`src/ea_pkg.sv`:
```
package ea_pkg;
   // Address and data widths
   localparam int ADDR_W = 16;
   localparam int DATA_W = 8;

   // Values after reset
   localparam logic [15:0] RST_ADDR = 16'h0000;
   localparam logic [7:0]  RST_BYTE = 8'h00;

   // Instruction lengths in bytes
   localparam logic [1:0] LEN_ONE   = 2'h1;
   localparam logic [1:0] LEN_TWO   = 2'h2;
   localparam logic [1:0] LEN_THREE = 2'h3;

   // Upper byte of every zero-page address
   localparam logic [7:0] PAGE_ZERO = 8'h00;

   // Addressing modes
   typedef enum logic [3:0] {
      implied_operand_mode,
      literal_operand_mode,
      direct_address_mode,
      long_address_mode,
      branch_offset_mode,
      bit_modify_mode,
      bit_branch_mode,
      pointer_only_mode,
      pointer_plus_byte_mode,
      pointer_plus_word_mode
   } mode_t;

   // Sequencer states
   typedef enum logic [1:0] {
      st_idle,
      st_wait,
      st_calc
   } state_t;

   // Whole state of the unit
   typedef struct packed {
      state_t      st;
      mode_t       mode;
      logic [1:0]  len;
      logic [1:0]  idx;
      logic        opnd;
      logic [7:0]  opc;
      logic [15:0] pc;
      logic [7:0]  ixr;
      logic        cond;
      logic [7:0]  b1;
      logic [7:0]  b2;
      logic        tbit;
      logic [15:0] mem_addr;
      logic        mem_rd;
      logic        busy;
      logic        done;
      logic [15:0] ea;
      logic        ea_valid;
      logic [15:0] next_pc;
      logic        taken;
      logic        carry;
      logic        carry_we;
      logic [2:0]  bit_sel;
      logic        bit_set;
   } core_t;

   // Mode from the opcode's upper nibble; for upper nibble a the lower nibble also counts
   function automatic mode_t mode_of(input logic [7:0] opc);
      case (opc[7:4])
         4'h0: mode_of = bit_branch_mode;
         4'h1: mode_of = bit_modify_mode;
         4'h2: mode_of = branch_offset_mode;
         4'h3, 4'hb: mode_of = direct_address_mode;
         4'h6, 4'he: mode_of = pointer_plus_byte_mode;
         4'h7, 4'hf: mode_of = pointer_only_mode;
         4'ha: mode_of = (opc[3:0] == 4'hd) ? branch_offset_mode : literal_operand_mode;
         4'hc: mode_of = long_address_mode;
         4'hd: mode_of = pointer_plus_word_mode;
         default: mode_of = implied_operand_mode;
      endcase
   endfunction : mode_of

   // Instruction length of a mode
   function automatic logic [1:0] len_of(input mode_t m);
      case (m)
         implied_operand_mode, pointer_only_mode: len_of = LEN_ONE;
         long_address_mode, pointer_plus_word_mode,
         bit_branch_mode: len_of = LEN_THREE;
         default: len_of = LEN_TWO;
      endcase
   endfunction : len_of

   // Unsigned sum with the byte zero-extended to 16 bits
   function automatic logic [15:0] zext_add(input logic [15:0] base,
                                            input logic [7:0] off);
      zext_add = base + {PAGE_ZERO, off};
   endfunction : zext_add

   // Sum with the byte sign-extended to 16 bits
   function automatic logic [15:0] rel_add(input logic [15:0] base,
                                           input logic [7:0] off);
      rel_add = base + {{8{off[7]}}, off};
   endfunction : rel_add
endpackage : ea_pkg

```
`src/addressing_mode_ea_unit.sv`:
```
// Overview of operation
// - Taken branch adds sign-extended last byte to PC; else falls through.
// - Relative branch span covers -128 to +127 from next opcode.
// - Pointer-only address is the index register, zero page, one byte.
// - Pointer-plus-byte address is index plus unsigned byte, up to 510.
// - Pointer-plus-word address is index plus unsigned 16-bit word.
// - Bit modify: opcode picks bit, next byte is zero-page address.
// - Bit branch: opcode bit and state, direct byte, signed offset byte.
// - Bit branch span is -128 to +127 from next opcode.
// - Bit branch copies the tested bit into carry, taken or not.
// - Implied-operand instructions are one byte, all in the opcode.
// - Direct address is the single byte after the opcode, zero page.
`timescale 1ns/10ps
module addressing_mode_ea_unit (
   input  wire logic          clk,       // Core clock, 40 MHz
   input  wire logic          rst_b,     // Asynchronous reset, active low
   input  wire logic          start,     // Decode request pulse
   input  wire logic [7:0]    opcode,    // Opcode byte
   input  wire logic [15:0]   op_pc,     // Address of the opcode
   input  wire logic [7:0]    index_val, // Index register
   input  wire logic          cond_ok,   // Branch condition holds
   input  wire logic [7:0]    mem_rdata, // Memory read data
   input  wire logic          mem_valid, // Memory read data valid
   output ea_pkg::mode_t      mode,      // Decoded mode
   output logic [15:0]        mem_addr,  // Memory read address
   output logic               mem_rd,    // Memory read strobe
   output logic               busy,      // Decode in progress
   output logic               done,      // Result ready pulse
   output logic [15:0]        ea,        // Effective address
   output logic               ea_valid,  // Effective address meaningful
   output logic [15:0]        next_pc,   // Following program counter
   output logic               taken,     // Branch taken
   output logic               carry,     // New carry value
   output logic               carry_we,  // Carry write pulse
   output logic [2:0]         bit_sel,   // Selected bit number
   output logic               bit_set    // Set, or wanted state
);
   ea_pkg::core_t s;
   ea_pkg::core_t next_s;
   ea_pkg::mode_t m_in;

   // Mode of the incoming opcode
   assign m_in = ea_pkg::mode_of(opcode);

   // Next state of the whole unit
   always_comb begin
      next_s = s;
      next_s.mem_rd = 1'b0;
      next_s.done = 1'b0;
      next_s.carry_we = 1'b0;
      case (s.st)
         ea_pkg::st_idle: begin
            if (start) begin
               next_s.mode = m_in;
               next_s.len = ea_pkg::len_of(m_in);
               next_s.idx = ea_pkg::LEN_ONE;
               next_s.opnd = 1'b0;
               next_s.opc = opcode;
               next_s.pc = op_pc;
               next_s.ixr = index_val;
               next_s.cond = cond_ok;
               next_s.busy = 1'b1;
               next_s.ea_valid = 1'b0;
               next_s.taken = 1'b0;
               if (ea_pkg::len_of(m_in) == ea_pkg::LEN_ONE) begin
                  next_s.st = ea_pkg::st_calc;
               end else begin
                  next_s.mem_rd = 1'b1;
                  next_s.mem_addr = ea_pkg::zext_add(op_pc, 8'h01);
                  next_s.st = ea_pkg::st_wait;
               end
            end
         end
         ea_pkg::st_wait: begin
            if (mem_valid) begin
               if (s.opnd) begin
                  next_s.tbit = mem_rdata[s.bit_sel];
                  next_s.st = ea_pkg::st_calc;
               end else begin
                  if (s.idx == ea_pkg::LEN_ONE) begin
                     next_s.b1 = mem_rdata;
                  end else begin
                     next_s.b2 = mem_rdata;
                  end
                  if (s.idx < s.len - 2'h1) begin
                     next_s.idx = s.idx + 2'h1;
                     next_s.mem_rd = 1'b1;
                     next_s.mem_addr = ea_pkg::zext_add(s.pc, {6'h00, s.idx + 2'h1});
                  end else if (s.mode == ea_pkg::bit_branch_mode) begin
                     next_s.opnd = 1'b1;
                     next_s.bit_sel = s.opc[3:1];
                     next_s.mem_rd = 1'b1;
                     next_s.mem_addr = {ea_pkg::PAGE_ZERO, s.b1};
                  end else begin
                     next_s.st = ea_pkg::st_calc;
                  end
               end
            end
         end
         ea_pkg::st_calc: begin
            next_s.st = ea_pkg::st_idle;
            next_s.busy = 1'b0;
            next_s.done = 1'b1;
            next_s.ea_valid = 1'b1;
            next_s.ea = ea_pkg::RST_ADDR;
            next_s.next_pc = ea_pkg::zext_add(s.pc, {6'h00, s.len});
            next_s.bit_sel = s.opc[3:1];
            next_s.bit_set = ~s.opc[0];
            case (s.mode)
               ea_pkg::literal_operand_mode: begin
                  next_s.ea = ea_pkg::zext_add(s.pc, 8'h01);
               end
               ea_pkg::direct_address_mode: begin
                  next_s.ea = {ea_pkg::PAGE_ZERO, s.b1};
               end
               ea_pkg::long_address_mode: begin
                  next_s.ea = {s.b1, s.b2};
               end
               ea_pkg::pointer_only_mode: begin
                  next_s.ea = {ea_pkg::PAGE_ZERO, s.ixr};
               end
               ea_pkg::pointer_plus_byte_mode: begin
                  next_s.ea = ea_pkg::zext_add({ea_pkg::PAGE_ZERO, s.b1}, s.ixr);
               end
               ea_pkg::pointer_plus_word_mode: begin
                  next_s.ea = ea_pkg::zext_add({s.b1, s.b2}, s.ixr);
               end
               ea_pkg::bit_modify_mode: begin
                  next_s.ea = {ea_pkg::PAGE_ZERO, s.b1};
               end
               ea_pkg::branch_offset_mode: begin
                  next_s.ea_valid = 1'b0;
                  next_s.taken = s.cond;
                  if (s.cond) begin
                     next_s.next_pc = ea_pkg::rel_add(next_s.next_pc, s.b1);
                  end
               end
               ea_pkg::bit_branch_mode: begin
                  next_s.ea = {ea_pkg::PAGE_ZERO, s.b1};
                  next_s.carry = s.tbit;
                  next_s.carry_we = 1'b1;
                  next_s.taken = (s.tbit == ~s.opc[0]);
                  if (s.tbit == ~s.opc[0]) begin
                     next_s.next_pc = ea_pkg::rel_add(next_s.next_pc, s.b2);
                  end
               end
               default: begin
                  next_s.ea_valid = 1'b0;
               end
            endcase
         end
         default: begin
            next_s.st = ea_pkg::st_idle;
         end
      endcase
   end

   // State register
   always_ff @(posedge clk or negedge rst_b) begin
      if (!rst_b) begin
         s <= '0;
      end else begin
         s <= next_s;
      end
   end

   // Outputs straight from the state register
   assign mode = s.mode;
   assign mem_addr = s.mem_addr;
   assign mem_rd = s.mem_rd;
   assign busy = s.busy;
   assign done = s.done;
   assign ea = s.ea;
   assign ea_valid = s.ea_valid;
   assign next_pc = s.next_pc;
   assign taken = s.taken;
   assign carry = s.carry;
   assign carry_we = s.carry_we;
   assign bit_sel = s.bit_sel;
   assign bit_set = s.bit_set;
endmodule : addressing_mode_ea_unit

```
`config.mk`:
```
export PLATFORM = sky130hd
export DESIGN_NAME = addressing_mode_ea_unit
export DESIGN_NICKNAME = d
export VERILOG_FILES = /design/src/ea_pkg.sv /design/src/addressing_mode_ea_unit.sv
export SDC_FILE = /design/constraint.sdc
export NUM_CORES = 1
export LEC_CHECK = 0
export ABC_AREA = 0
export BUFFER_PORTS_ARGS = -buffer_cell sky130_fd_sc_hd__clkbuf_2
export CAP_MARGIN = 20
export CORE_ASPECT_RATIO = 0.7
export CORE_MARGIN = 5
export CORE_UTILIZATION = 35
export CTS_CLUSTER_SIZE = 12
export DETAILED_ROUTE_END_ITERATION = 8
export PLACE_DENSITY_LB_ADDON = 0.25
export REMOVE_ABC_BUFFERS = 1
export SKIP_LAST_GASP = 1
export SYNTH_ARGS = -nofsm -noshare
export SYNTH_HDL_FRONTEND = slang
export SYNTH_SLANG_ARGS = --single-unit
```
`constraint.sdc`:
```
create_clock -name clk -period 5.15 [get_ports clk]
set_clock_uncertainty 0.15 [all_clocks]
set_input_delay 0.7725 -clock clk [delete_from_list [all_inputs] [get_ports clk]]
set_output_delay 0.7725 -clock clk [all_outputs]
set_load 0.02 [all_outputs]
```
Word-level counts from Yosys, hierarchy flattened
Index checks and enable logic that the tools add are counted.
{"block": "totals", "ff_bits": 120, "latchBits": 0, "mem_bits_rw": 0, "romBits": 0, "inputBits": 45, "out_inout_bits": 63, "mem_count": 0}
{"block": "op_classes", "add_sub_neg": 10, "multipliers": 0, "n_div": 0, "magnitude_cmp": 2, "n_eq_ne": 41, "shift": 0, "mux": 44, "bitwise": 3, "n_reduce_logical": 25}
{"op": "$mux W17", "count": 6}
{"op": "$pmux W16 S6", "count": 1}
{"op": "$pmux W17 S2", "count": 2}
{"op": "$mux W44", "count": 1}
{"op": "$eq A4 B4 Y1 const B", "count": 10}
{"op": "$pmux W4 S9", "count": 1}
{"op": "$add A16 B1 Y16 const B", "count": 2}
{"op": "$add A16 B16 Y16", "count": 2}
{"op": "$add A16 B2 Y16", "count": 2}
{"op": "$eq A4 B3 Y1 const B", "count": 8}
{"op": "$mux W16", "count": 2}
{"op": "$mux W3", "count": 7}
{"op": "$eq A4 B2 Y1 const B", "count": 5}
{"op": "$mux W18", "count": 1}
{"op": "$add A16 B8 Y16", "count": 1}
{"op": "$mux W2", "count": 8}
{"op": "$ne A2 B2 Y1 const B", "count": 7}
{"op": "$pmux W3 S2", "count": 2}
{"op": "$reduce_and A4 Y1", "count": 3}
{"op": "$reduce_and A5 Y1", "count": 2}
{"op": "$add A8 B8 Y9", "count": 1}
{"op": "$ne A3 B3 Y1 const B", "count": 3}
{"op": "$reduce_and A3 Y1", "count": 3}
{"op": "$eq A4 B1 Y1 const B", "count": 2}
{"op": "21 further kinds", "count": 43}

Longest topological paths before layout
Gate-level depths: netlist (run 1).
{"block": "logic_depth", "depth_word": 12, "ltp_mapped": 15, "ltp_nobuf": 13}

Worst setup path after synthesis (run 1)
OpenSTA, ideal clock, no wires.
{"block": "synth_timing", "path_kind": "register to register", "from": "register s[85] in the netlist's numbering", "to": "register s (netlist bit next_pc[12])", "setup_ps": 126, "t_arrival_ps": 3096, "required_ps": 4874, "slack_ps": 1778, "path_stages_with_launch": 13, "path_buffers": 0, "cell_sequence": "dfrtp_1 -> ha_1 -> fa_1 -> xor2_1 -> ha_1 -> nor2b_4 -> o21ai_2 -> a21oi_1 -> o41ai_2 -> o21ai_2 -> a21oi_2 -> mux2i_1 -> o32a_1"}
{"block": "synth_via", "elab_chain_cells": 4}
{"element": "from (decl)", "line_no": "addressing_mode_ea_unit.sv:38", "text": "ea_pkg::core_t s;"}
{"element": "from (signal assigned)", "line_no": "addressing_mode_ea_unit.sv:163", "text": "s <= next_s;"}
{"element": "$add A16 B2 Y16 *", "line_no": "ea_pkg.sv:96", "text": "zext_add = base + {PAGE_ZERO, off};"}
{"element": "$add A16 B16 Y16", "line_no": "ea_pkg.sv:102", "text": "rel_add = base + {{8{off[7]}}, off};"}
{"element": "$mux W16, on equally long branches", "line_no": "addressing_mode_ea_unit.sv:143, addressing_mode_ea_unit.sv:134"}
{"element": "$pmux W17 S2 *", "line_no": "addressing_mode_ea_unit.sv:109", "text": "case (s.mode)"}
Mark *: on every way between the ends. The rest lies on a longest branch, timed or not.
A chain may end at the register's enable or synchronous reset.

Worst setup path in the final report (run 1)
{"block": "layout_timing", "from": "register s[87] in the netlist's numbering", "to": "register s (netlist bit next_pc[15])"}
The elaborated chain is that of the path after synthesis.

==> Implementation_results.wiki, run 1 <==
{| class="wikitable"
! Metric !! Value
|-
| Buffer type at the clock tree root || sky130_fd_sc_hd__clkbuf_16
|-
| Mean post-synth cell area || about 8.5 µm²
|-
| Most frequent standard cell in the layout excluding fill and tap cells || sky130_fd_sc_hd__nand2_1
|-
| Layout cells sized above 1 || 17.7%
|-
| Die Span Y || 146 µm
|-
| Endpoints failing setup || 0
|-
| Status || finished clean
|-
| Clock-pin slew on the worst setup and hold paths || 60 ps
|-
| Area of the core region || between 20000 and 30000 µm²
|-
| Share of the synthesized area in the top cell type || 31.6%
|-
| Final Hold Violating Endpoints || 0
|-
| Postcts setup bufs || 0
|-
| Number of antenna violations at the first check in global routing || 0
|-
| Number of nets in the final layout || 1228
|-
| Maximum buffer depth of the clock tree || 2
|-
| Htree depth || 4
|-
| Via count of the first global-routing pass || 7555
|-
| Number of flops mapped to enable cells by yosys || 0
|-
| GR Util met2 || 25.7%
|-
| First-pass GRT wire length || 45900 µm
|-
| Worst Reg2Reg Path Length in Cells || 13
|-
| Worst setup slack after layout || 1110 ps
|-
| Signal arrival time at the worst endpoint || 4210 ps
|-
| End of the critical path || next_pc[15]$_DFFE_PN0P_
|-
| Final setup TNS || 0 ps
|-
| Post-synthesis cell count || 1087
|-
| Final weighted congestion in routability-driven placement || 0.913
|-
| Largest net degree at the start of global routing || 43
|-
| Headroom to the max-slew limit || 22.3%
|-
| First-pass iteration count of the detailed router || 6
|-
| Post-layout minimum cycle time || 4040 ps
|-
| Design area || 10200 µm²
|-
| End-of-flow core utilization || 39.7%
|-
| Total Die Area || 29600 µm²
|-
| Cell area after placement || 9610 µm²
|-
| Count of vias placed by the detailed router || 8059
|-
| Main area contributors after synthesis || sky130_fd_sc_hd__dfrtp_1 32%, sky130_fd_sc_hd__nand2_1 7.8%, sky130_fd_sc_hd__ha_1 7.6%
|-
| Power per unit of standard cell area || 808 nW/µm²
|-
| Endpoint kind of the worst setup timing path || flop
|-
| Resized cells post-CTS || 0
|-
| DP HPWL || 22700 µm
|-
| Setup repair after global routing missed its margin || false
|-
| Achievable frequency || 0.247 GHz
|-
| Initial core utilization || 35.7%
|-
| Met1 track demand over resource || 32.5%
|-
| Startpoint of the most critical setup path || s[87]$_DFFE_PN0P_
|-
| Proportion of synthesized chip area in sequential cells || 31.6%
|-
| Worst setup path class || reg2reg
|-
| Reg-to-reg critical path endpoint || next_pc[15]$_DFFE_PN0P_
|-
| Routed WL || 29700 µm
|-
| All-layer global routing usage || 19.9%
|-
| Number of buffers created by CTS || 17
|-
| I/O Pins || approximately 110
|-
| Drc violations || 0
|-
| Start of the worst register-to-register path || s[87]$_DFFE_PN0P_
|-
| Tightest Pin Transition || 1160 ps
|-
| Global-route met3 utilization || about 5.5%
|-
| Count of input and output buffers || 107
|-
| #FFs+latches synth || 116
|-
| Dominant synthesized flop cell || sky130_fd_sc_hd__dfrtp_1
|-
| Setup slack at placement || 1230 ps
|-
| Detailed-route vias per instance || 5.50
|-
| Netlist cell types || 77
|-
| Busiest grt layer || met1
|-
| Count of yosys warnings during synthesis || 0
|-
| Number of placement rows || 49
|-
| Number of max-slew violations in the final report || 0
|-
| Number of hold-repair buffers added at the cts stage || 0
|-
| Number of diodes added for antenna fixing || 0
|-
| Iteration-0 DRC Markers || between 800 and 900
|-
| Layout overhead on the synthesized area || 11.2%
|-
| Total number of clock tree sinks || 116
|-
| Leakage power figure || 4.58 nW
|-
| Post-synthesis cell type with the largest combined area || sky130_fd_sc_hd__dfrtp_1
|-
| Setup slack, reg-to-reg || roughly 1100 ps
|-
| Max-capacitance violation count || 0
|-
| Tcrit/Tclk final || 78.5%
|-
| Largest fanout on the critical path || 12
|-
| Worst Hold Margin || 186 ps
|-
| Worst min path class || in2async
|-
| Required time worst endpoint || 5320 ps
|-
| TritonCTS clock tree || yes
|-
| Critical Path Start Type || flop
|-
| Leftover overflow at the end of global routing || 0
|-
| Floorplan die width || ~200 µm
|-
| Post-route antenna net violation count || 0
|-
| Leading cell types in the layout, fill and taps excluded || 190 x sky130_fd_sc_hd__nand2_1, 116 x sky130_fd_sc_hd__dfrtp_1, 106 x sky130_fd_sc_hd__clkbuf_2
|-
| Post-detailed-route wirelength per cell || 20.3 µm
|-
| Worst-Skew Late Latency || 430 ps
|-
| IR drop worst, VDD || approximately 0.00035 V
|-
| Synth Cell Area || 9190 µm²
|-
| Fraction of registers with async set or reset after synthesis || 100%
|}
-- worst min-delay path by stage --
| stage | start | end | cells past startpoint |
|---|---|---|---|
| 5_1_grt | rst_b | ea[2]$_DFFE_PN0P_ | 1 |
| 3_3_place_gp | s[102]$_DFFE_PN0P_ | s[102]$_DFFE_PN0P_ | 2 |
| 3_5_place_dp | s[104]$_DFFE_PN0P_ | s[104]$_DFFE_PN0P_ | 2 |
| 2_1_floorplan | s[102]$_DFFE_PN0P_ | s[102]$_DFFE_PN0P_ | 2 |
| 6_report | rst_b | s[82]$_DFFE_PN0P_ | 1 |
| 4_1_cts | rst_b | ea[2]$_DFFE_PN0P_ | 1 |
-- power breakdown --
part	internal [W]	switching (W)
Clock	0.000784	0.000468
Sequential	0.00131	0.000682
Combinational	0.00195	0.00306
Total	0.00405	0.00421
-- layout make-up --
cell class / count / area (µm²)
clock buffers: 19 / 453
flip-flops and latches: 116 / 2900
repair buffers: 119 / 628
well taps: 331 / 414
multi-input cells: 834 / 5540
inverters: 33 / 124
clock inverters: 12 / 154
fillers: 2636 / 15500
-- routing by layer --
layer  vias up  part of all wire, %
met4         0                 0.91
met3        24                  8.5
met1      3848                   52
met5         -                    0
li1       3874                    -
met2       313                   38
-- stage by stage --
step,total power [W],std cells
floorplan,0.00536,983
global placement,0.00691,1433
detailed placement,0.00692,1433
CTS,0.00821,1464
global route,0.00889,1464
finish,0.00826,1464
-- worst max-delay path, cell delays in order, from the launching register on --
cell                       delay [ps]
sky130_fd_sc_hd__dfrtp_1          600
sky130_fd_sc_hd__nand3_1          320
sky130_fd_sc_hd__nor2_1           360
sky130_fd_sc_hd__nand4_1          160
sky130_fd_sc_hd__xnor2_1          380
sky130_fd_sc_hd__ha_1             370
sky130_fd_sc_hd__a21oi_1          270
sky130_fd_sc_hd__o211ai_1         140
sky130_fd_sc_hd__o41ai_1          420
sky130_fd_sc_hd__nand2_1          100
sky130_fd_sc_hd__o211a_1          260
sky130_fd_sc_hd__mux2i_1          120
sky130_fd_sc_hd__nor3_1           190
sky130_fd_sc_hd__a21oi_1           90
-- flip-flops by register name (all words and copies together), names as in the netlist --
register and count:
bit_sel 3, bit_set 1, busy 1, carry 1, carry_we 1, done 1, ea 16, ea_valid 1
mem_addr 16, mem_rd 1, mode 4, next_pc 16, s 53, taken 1
-- synth_stat cells (all sizes together), types with 4 or more instances --
cell	n
nor2b	16
o22ai	9
nand2b	14
and3	10
a222oi	6
a21oi	62
nand4	13
dfrtp	116
a21o	7
or2	5
nor3	24
nor2	75
o21a	5
nand3	28
o21ai	52
xnor2	47
xor2	46
o211ai	8
or3	7
a22oi	22
nand2	191
clkbuf	25
nor4	4
mux2	23
o311ai	4
mux2i	10
a221oi	9
buf	79
o221ai	13
and2	6
a31oi	10
inv	33
fa	6
ha	56
o21bai	5
-- logic make-up after synthesis --
kind of cell	after synthesis	synth area share, %
and+or+nand+nor	401	19.9
AOI/OAI and AO/OA	243	18.2
buffers and inverters	137	8.17
DFF	116	31.6
xor gates and xnor gates	93	8.86
adders and majority gates	62	8.93
muxes	35	4.40
(Power assumes the default switching activity.)
==> run 2: changes to the inputs <==
Clock period 5.15 ns to 4.19 ns, I/O delays scaled along.
==> run 2 against run 1 <==
Against the previous run: worst setup slack got worse by 770 ps; register-to-register slack got worse by 770 ps; global-route usage rose by 0.29 points; final cell count rose by 0.61%; wire length barely moved; hold slack got worse by 130 ps; sequential power rose by 20%; design area rose by 0.62%; largest power group unchanged.
==> Implementation_results.wiki, run 2 (same netlist as run 1, synthesis figures left out) <==
{| class="wikitable"
! Metric !! Value
|-
| Clock-pin slew on the worst setup and hold paths || 60 ps (about the same)
|-
| Fillers || 2674 (was 2636)
|-
| Most frequent standard cell in the layout excluding fill and tap cells || sky130_fd_sc_hd__nand2_1 (unchanged)
|-
| Layout overhead on the synthesized area || 11.9% (was 11.2%)
|-
| Via count of the first global-routing pass || 7732 (was 7555)
|-
| Buffer type at the clock tree root || sky130_fd_sc_hd__clkbuf_16 (unchanged)
|-
| Iteration-0 DRC Markers || 840 (was 826)
|-
| Number of hold-repair buffers added at the cts stage || 0 (unchanged)
|-
| Leftover overflow at the end of global routing || 0 (unchanged)
|-
| All-layer global routing usage || 20.2% (was 19.9%)
|-
| Total power || 0.0102 W (was 0.00826 W)
|-
| Largest reg by FF count || s (unchanged)
|-
| Count of vias placed by the detailed router || 8052 (was 8059)
|-
| Top cell family by delay on the critical path || compound AO/OA/AOI/OAI gates (unchanged)
|-
| Switch share || 51.1% (was 51.0%)
|-
| Reg area || 2900 µm² (about the same)
|-
| Endpoints failing setup || 0 (unchanged)
|-
| Cell-internal power || 0.00498 W (was 0.00405 W)
|-
| Drc violations || 0 (unchanged)
|-
| Leakage power figure || 4.61 nW (was 4.58 nW)
|-
| Max-capacitance violation count || 0 (unchanged)
|-
| First-pass GRT wire length || 46900 µm (was 45900 µm)
|-
| Number of max-slew violations in the final report || 0 (unchanged)
|-
| Met3 routed wirelength || 2790 µm (was 2530 µm)
|-
| Power per unit of standard cell area || 990 nW/µm² (was 808 nW/µm²)
|-
| Endpoint kind of the worst setup timing path || flop (unchanged)
|-
| First-pass iteration count of the detailed router || 9 (was 6)
|-
| Final Hold Violating Endpoints || 0 (unchanged)
|-
| Worst setup path class || reg2reg (unchanged)
|-
| Final weighted congestion in routability-driven placement || 0.938 (was 0.913)
|-
| Leading cell types in the layout, fill and taps excluded || 190 x sky130_fd_sc_hd__nand2_1, 115 x sky130_fd_sc_hd__dfrtp_1, 106 x sky130_fd_sc_hd__clkbuf_2 (was 190 x sky130_fd_sc_hd__nand2_1, 116 x sky130_fd_sc_hd__dfrtp_1, 106 x sky130_fd_sc_hd__clkbuf_2)
|-
| Area of the core region || 25700 µm² (unchanged)
|-
| IR drop worst, VDD || 0.000439 V (was 0.000352 V)
|-
| TritonCTS clock tree || yes (unchanged)
|-
| Post-layout minimum cycle time || 3850 ps (was 4040 ps)
|-
| Number of buffers created by CTS || 17 (unchanged)
|-
| Startpoint of the most critical setup path || s[88]$_DFFE_PN0P_ (was s[87]$_DFFE_PN0P_)
|-
| Number of diodes added for antenna fixing || 0 (unchanged)
|-
| Die Span Y || 146 µm (unchanged)
|-
| Standard cell with the maximum stage delay on the critical path || sky130_fd_sc_hd__dfrtp_1 (unchanged)
|-
| Total Die Area || 29600 µm² (unchanged)
|-
| Crit path buffers/inverters || 0 (unchanged)
|-
| Switching power of the nets || 0.00520 W (was 0.00421 W)
|-
| Detailed-route vias per instance || 5.47 (was 5.50)
|-
| Maximum buffer depth of the clock tree || 2 (unchanged)
|-
| Post-detailed-route wirelength per cell || 20.2 µm (was 20.3 µm)
|-
| Signal arrival time at the worst endpoint || 4020 ps (was 4210 ps)
|-
| Routed WL || 29700 µm (about the same)
|-
| Number of antenna violations at the first check in global routing || 0 (unchanged)
|-
| Tcrit/Tclk final || 91.9% (was 78.5%)
|-
| Largest fanout on the critical path || 10 (was 12)
|-
| Worst-Skew Late Latency || 440 ps (was 430 ps)
|-
| Htree depth || 4 (unchanged)
|-
| Area occupied by multi-input gates || 5550 µm² (was 5540 µm²)
|-
| Layout cells sized above 1 || 18.4% (was 17.7%)
|-
| Part of the power in combinational logic || 61.7% (was 60.7%)
|-
| Count of input and output buffers || 107 (unchanged)
|-
| Critical Path Start Type || flop (unchanged)
|-
| DP HPWL || 22500 µm (was 22700 µm)
|-
| DR top layer || met4 (unchanged)
|-
| Number of flip-flops in the largest register || 53 (unchanged)
|-
| Achievable frequency || 0.260 GHz (was 0.247 GHz)
|-
| Cells along the critical path || nand3_1 -> nor2_2 -> nand4_1 -> xnor2_1 -> ha_1 -> a21oi_1 -> o211ai_1 -> o41ai_1 -> nand2_1 -> o211a_1 -> mux2i_1 -> nor3_1 -> a21oi_1 (was nand3_1 -> nor2_1 -> nand4_1 -> xnor2_1 -> ha_1 -> a21oi_1 -> o211ai_1 -> o41ai_1 -> nand2_1 -> o211a_1 -> mux2i_1 -> nor3_1 -> a21oi_1)
|-
| Final setup TNS || 0 ps (unchanged)
|-
| Amount of wire on met2 after detailed routing || 11600 µm (was 11400 µm)
|-
| Number of nets in the final layout || 1236 (was 1228)
|-
| Initial core utilization || 35.7% (unchanged)
|-
| Worst min path class || in2async (unchanged)
|-
| Tightest Pin Transition || 846 ps (was 1160 ps)
|-
| Headroom to the max-slew limit || 43.6% (was 22.3%)
|-
| Delay of the slowest critical-path stage || 560 ps (was 600 ps)
|-
| Relative contribution of sequential cells to total power || 23.5% (was 24.2%)
|-
| Floorplan die width || 204 µm (unchanged)
|-
| I/O Pins || 108 (unchanged)
|-
| Required time worst endpoint || 4360 ps (was 5320 ps)
|-
| Start of the worst register-to-register path || s[88]$_DFFE_PN0P_ (was s[87]$_DFFE_PN0P_)
|-
| Total number of clock tree sinks || 116 (unchanged)
|-
| Largest net degree at the start of global routing || 117 (was 43)
|-
| Crit path top cell by count || sky130_fd_sc_hd__a21oi_1 (unchanged)
|-
| Status || finished clean (unchanged)
|-
| Clock Power Share || 14.8% (was 15.2%)
|-
| Post-route antenna net violation count || 0 (unchanged)
|-
| Routed metal-1 wirelength || 15100 µm (was 15500 µm)
|-
| Number of placement rows || 49 (unchanged)
|-
| End-of-flow core utilization || 39.9% (was 39.7%)
|}
run 2: cell count changes in the layout (fill, tap and decap cells not counted), sizes merged:
cell | previous run | this run
buf | 13 | 21
clkinvlp | 3 | 4
run 2: per-stage QoR:
step	instance area (µm²)	hold WS, ps	setup slack (ps)	instances
3_5_place_dp	9690	315	280	1441
3_3_place_gp	9680	312	424	1440
2_1_floorplan	8560	183	426	983
5_1_grt	10300	192	-1.10	1473
6_report	10300	51.6	341	1473
4_1_cts	10300	164	245	1473
run 2: timing repair:
action | in CTS | in global routing
setup buffers | 0 | 0
endpoints found under the setup margin | 0 | 1
resized for setup | 0 | 2
run 2: final timing paths:
check / to / slack, ps / cells after the start
worst max-delay path: next_pc[15]$_DFFE_PN0P_ / 340 / 13
max in group asynchronous: s[87]$_DFFE_PN0P_ / 3190 / 2
worst min register to register: s[102]$_DFFE_PN0P_ / 320 / 2
min in group clk: s[79]$_DFFE_PN0P_ / 220 / 3
worst min-delay path: ea[2]$_DFFE_PN0P_ / 50 / 2
worst max register to register: next_pc[15]$_DFFE_PN0P_ / 340 / 13
run 2: power by group through the flow:
stage               Sequential, W  Combinational [W]  Clock (W)
floorplan                 0.00244            0.00414          0
global placement          0.00238            0.00617          0
detailed placement        0.00239            0.00618          0
CTS                       0.00237            0.00621    0.00153
global route              0.00247            0.00693    0.00159
finish                    0.00239            0.00628    0.00151
run 2: final cells by class:
cell class                 count  share of cell area (%)
inverter                      33                    1.20
tap                          331                    4.03
clock buffer                  19                    4.21
multi-input combinational    834                    53.9
sequential                   116                    28.2
clock inverter                13                    1.53
timing repair buffer         127                    6.85
run 2: metal layers:
metal / global-route usage, % / up-vias
met5: 0 / -
met1: 31.8 / 3796
li1: - / 3885
met4: 3.37 / 0
met2: 26.9 / 343
met3: 6.46 / 28
==> run 3: changes to the inputs <==
Settings changed: CTS_BUF_LIST from default to sky130_fd_sc_hd__clkbuf_8 sky130_fd_sc_hd__clkbuf_16.
==> run 3 against run 2 <==
Against the previous run: hold slack hardly changed; clock power about the same; sequential cell count stayed put; final cell count is the same; combinational power barely moved; highest routed layer unchanged; core utilization is the same; sequential share of layout area did not move; critical path type unchanged.
==> Implementation_results.wiki, run 3 (same netlist as run 1, synthesis figures left out) <==
{| class="wikitable"
! Metric !! Value
|-
| Post-layout minimum cycle time || 3850 ps (about the same)
|-
| Area of the core region || 25700 µm² (unchanged)
|-
| Worst-Skew Late Latency || 440 ps (about the same)
|-
| Number of diodes added for antenna fixing || 0 (unchanged)
|-
| Cells along the critical path || nand3_1 -> nor2_2 -> nand4_1 -> xnor2_1 -> ha_1 -> a21oi_1 -> o211ai_1 -> o41ai_1 -> nand2_1 -> o211a_1 -> mux2i_1 -> nor3_1 -> a21oi_1 (unchanged)
|-
| Achievable frequency || 0.259 GHz (was 0.260 GHz)
|-
| Max-capacitance violation count || 0 (unchanged)
|-
| Number of flip-flops in the largest register || 53 (unchanged)
|-
| Crit path top cell by count || sky130_fd_sc_hd__a21oi_1 (unchanged)
|-
| Clock-pin slew on the worst setup and hold paths || 60 ps (about the same)
|-
| Total number of clock tree sinks || 116 (unchanged)
|-
| Number of buffers created by CTS || 17 (unchanged)
|-
| Buffer type at the clock tree root || sky130_fd_sc_hd__clkbuf_16 (unchanged)
|-
| Number of antenna violations at the first check in global routing || 0 (unchanged)
|-
| Leakage power figure || 4.62 nW (was 4.61 nW)
|-
| Setup slack at placement || 280 ps (unchanged)
|-
| Crit path buffers/inverters || 0 (unchanged)
|-
| Resized cells post-CTS || 0 (unchanged)
|-
| Standard cell with the maximum stage delay on the critical path || sky130_fd_sc_hd__dfrtp_1 (unchanged)
|-
| Drc violations || 0 (unchanged)
|-
| Count of vias placed by the detailed router || 8116 (was 8052)
|-
| Post-route antenna net violation count || 0 (unchanged)
|-
| DP HPWL || 22500 µm (unchanged)
|-
| Top cell family by delay on the critical path || compound AO/OA/AOI/OAI gates (unchanged)
|-
| Final Hold Violating Endpoints || 0 (unchanged)
|-
| Number of hold-repair buffers added at the cts stage || 0 (unchanged)
|-
| Fillers || 2674 (unchanged)
|-
| Largest net degree at the start of global routing || 117 (unchanged)
|-
| Largest fanout on the critical path || 10 (unchanged)
|-
| Critical Path Start Type || flop (unchanged)
|-
| Tightest Pin Transition || 856 ps (was 846 ps)
|-
| Floorplan die width || 204 µm (unchanged)
|-
| First-pass GRT wire length || 46900 µm (unchanged)
|-
| Tcrit/Tclk final || 92.0% (was 91.9%)
|-
| Total Die Area || 29600 µm² (unchanged)
|-
| Number of max-slew violations in the final report || 0 (unchanged)
|-
| Status || finished clean (unchanged)
|-
| Maximum buffer depth of the clock tree || 2 (unchanged)
|-
| Die Span Y || 146 µm (unchanged)
|-
| Most frequent standard cell in the layout excluding fill and tap cells || sky130_fd_sc_hd__nand2_1 (unchanged)
|-
| Htree depth || 4 (unchanged)
|-
| Initial core utilization || 35.7% (unchanged)
|-
| Total power || 0.0102 W (about the same)
|-
| Routed WL || 29700 µm (about the same)
|-
| Iteration-0 DRC Markers || 842 (was 840)
|-
| All-layer global routing usage || 20.2% (unchanged)
|-
| Count of input and output buffers || 107 (unchanged)
|-
| Worst setup slack after layout || 336 ps (was 341 ps)
|-
| Via count of the first global-routing pass || 7732 (unchanged)
|-
| Leading cell types in the layout, fill and taps excluded || 190 x sky130_fd_sc_hd__nand2_1, 115 x sky130_fd_sc_hd__dfrtp_1, 106 x sky130_fd_sc_hd__clkbuf_2 (unchanged)
|-
| Layout overhead on the synthesized area || 11.9% (unchanged)
|-
| Detailed-route vias per instance || 5.51 (was 5.47)
|-
| Worst min path class || in2async (unchanged)
|-
| Power per unit of standard cell area || 990 nW/µm² (about the same)
|-
| IR drop worst, VDD || 0.000439 V (about the same)
|-
| Worst setup path class || reg2reg (unchanged)
|-
| Headroom to the max-slew limit || 42.9% (was 43.6%)
|-
| Final weighted congestion in routability-driven placement || 0.938 (unchanged)
|-
| Signal arrival time at the worst endpoint || 4020 ps (about the same)
|-
| Layout cells sized above 1 || 18.4% (unchanged)
|-
| Number of nets in the final layout || 1236 (unchanged)
|-
| Number of placement rows || 49 (unchanged)
|-
| First-pass iteration count of the detailed router || 7 (was 9)
|-
| Postcts setup bufs || 0 (unchanged)
|-
| Largest reg by FF count || s (unchanged)
|-
| Endpoint kind of the worst setup timing path || flop (unchanged)
|-
| Leftover overflow at the end of global routing || 0 (unchanged)
|-
| Delay of the slowest critical-path stage || 560 ps (about the same)
|-
| Endpoints failing setup || 0 (unchanged)
|-
| I/O Pins || 108 (unchanged)
|-
| Post-detailed-route wirelength per cell || 20.2 µm (about the same)
|-
| TritonCTS clock tree || yes (unchanged)
|-
| Required time worst endpoint || 4360 ps (about the same)
|}
[run 3: cell types whose count changed in the layout (fill, tap and decap cells not counted)]
cell and delta:
sky130_fd_sc_hd__clkbuf_1 -2, sky130_fd_sc_hd__inv_1 +2
[run 3: layer usage]
layer	wire length [µm]	track usage, %	part of all wire (%)	vias up
li1	-	-	-	3884
met5	0	0	0	-
met2	11600	26.9	39	354
met3	2800	6.46	9.4	25
met4	255	3.37	0.86	0
met1	15100	31.8	51	3853
[run 3: final cells by class]
cell class	count	area (µm²)	area share, %
Timing Repair Buffer	127	704	6.85
Clock inverter	15	165	1.61
Clock buffer	17	425	4.14
Tap cell	331	414	4.03
Multi-Input combinational cell	834	5550	53.9
Inverter	33	124	1.20
Sequential cell	116	2900	28.2
[run 3: final timing paths]
path / from / endpoint / slack, ps / cells after the start
worst max register to register: s[88]$_DFFE_PN0P_ / next_pc[15]$_DFFE_PN0P_ / 340 / 13
worst min-delay path: rst_b / s[78]$_DFFE_PN0P_ / 50 / 2
min in group clk: index_val[2] / s[79]$_DFFE_PN0P_ / 220 / 3
worst max-delay path: s[88]$_DFFE_PN0P_ / next_pc[15]$_DFFE_PN0P_ / 340 / 13
max in group asynchronous: rst_b / s[87]$_DFFE_PN0P_ / 3190 / 2
worst min register to register: s[102]$_DFFE_PN0P_ / s[102]$_DFFE_PN0P_ / 320 / 2
[run 3: where the power goes]
group          internal (W)  total (W)  switching [W]
combinational       0.00243    0.00629        0.00385
sequential          0.00162    0.00239       0.000772
clock              0.000927    0.00151       0.000578
total               0.00498     0.0102        0.00520
[run 3: per-stage QoR]
stage	instance area [µm²]	setup TNS (ps)	hold WS [ps]	instances	utilization, %
2_1_floorplan	8560	0	183	983	-
3_3_place_gp	9680	0	312	1440	37.6
3_5_place_dp	9690	0	315	1441	37.6
4_1_cts	10300	0	164	1473	39.9
5_1_grt	10300	-1.10	192	1473	39.9
6_report	10300	0	51.1	1473	39.9
[run 3: worst register-to-register path, stage by stage (launching register included)]
cell                       delay (ps)
sky130_fd_sc_hd__dfrtp_1          560
sky130_fd_sc_hd__nand3_1          310
sky130_fd_sc_hd__nor2_2           290
sky130_fd_sc_hd__nand4_1          140
sky130_fd_sc_hd__xnor2_1          300
sky130_fd_sc_hd__ha_1             360
sky130_fd_sc_hd__a21oi_1          280
sky130_fd_sc_hd__o211ai_1         140
sky130_fd_sc_hd__o41ai_1          440
sky130_fd_sc_hd__nand2_1          110
sky130_fd_sc_hd__o211a_1          260
sky130_fd_sc_hd__mux2i_1          120
sky130_fd_sc_hd__nor3_1           190
sky130_fd_sc_hd__a21oi_1           80
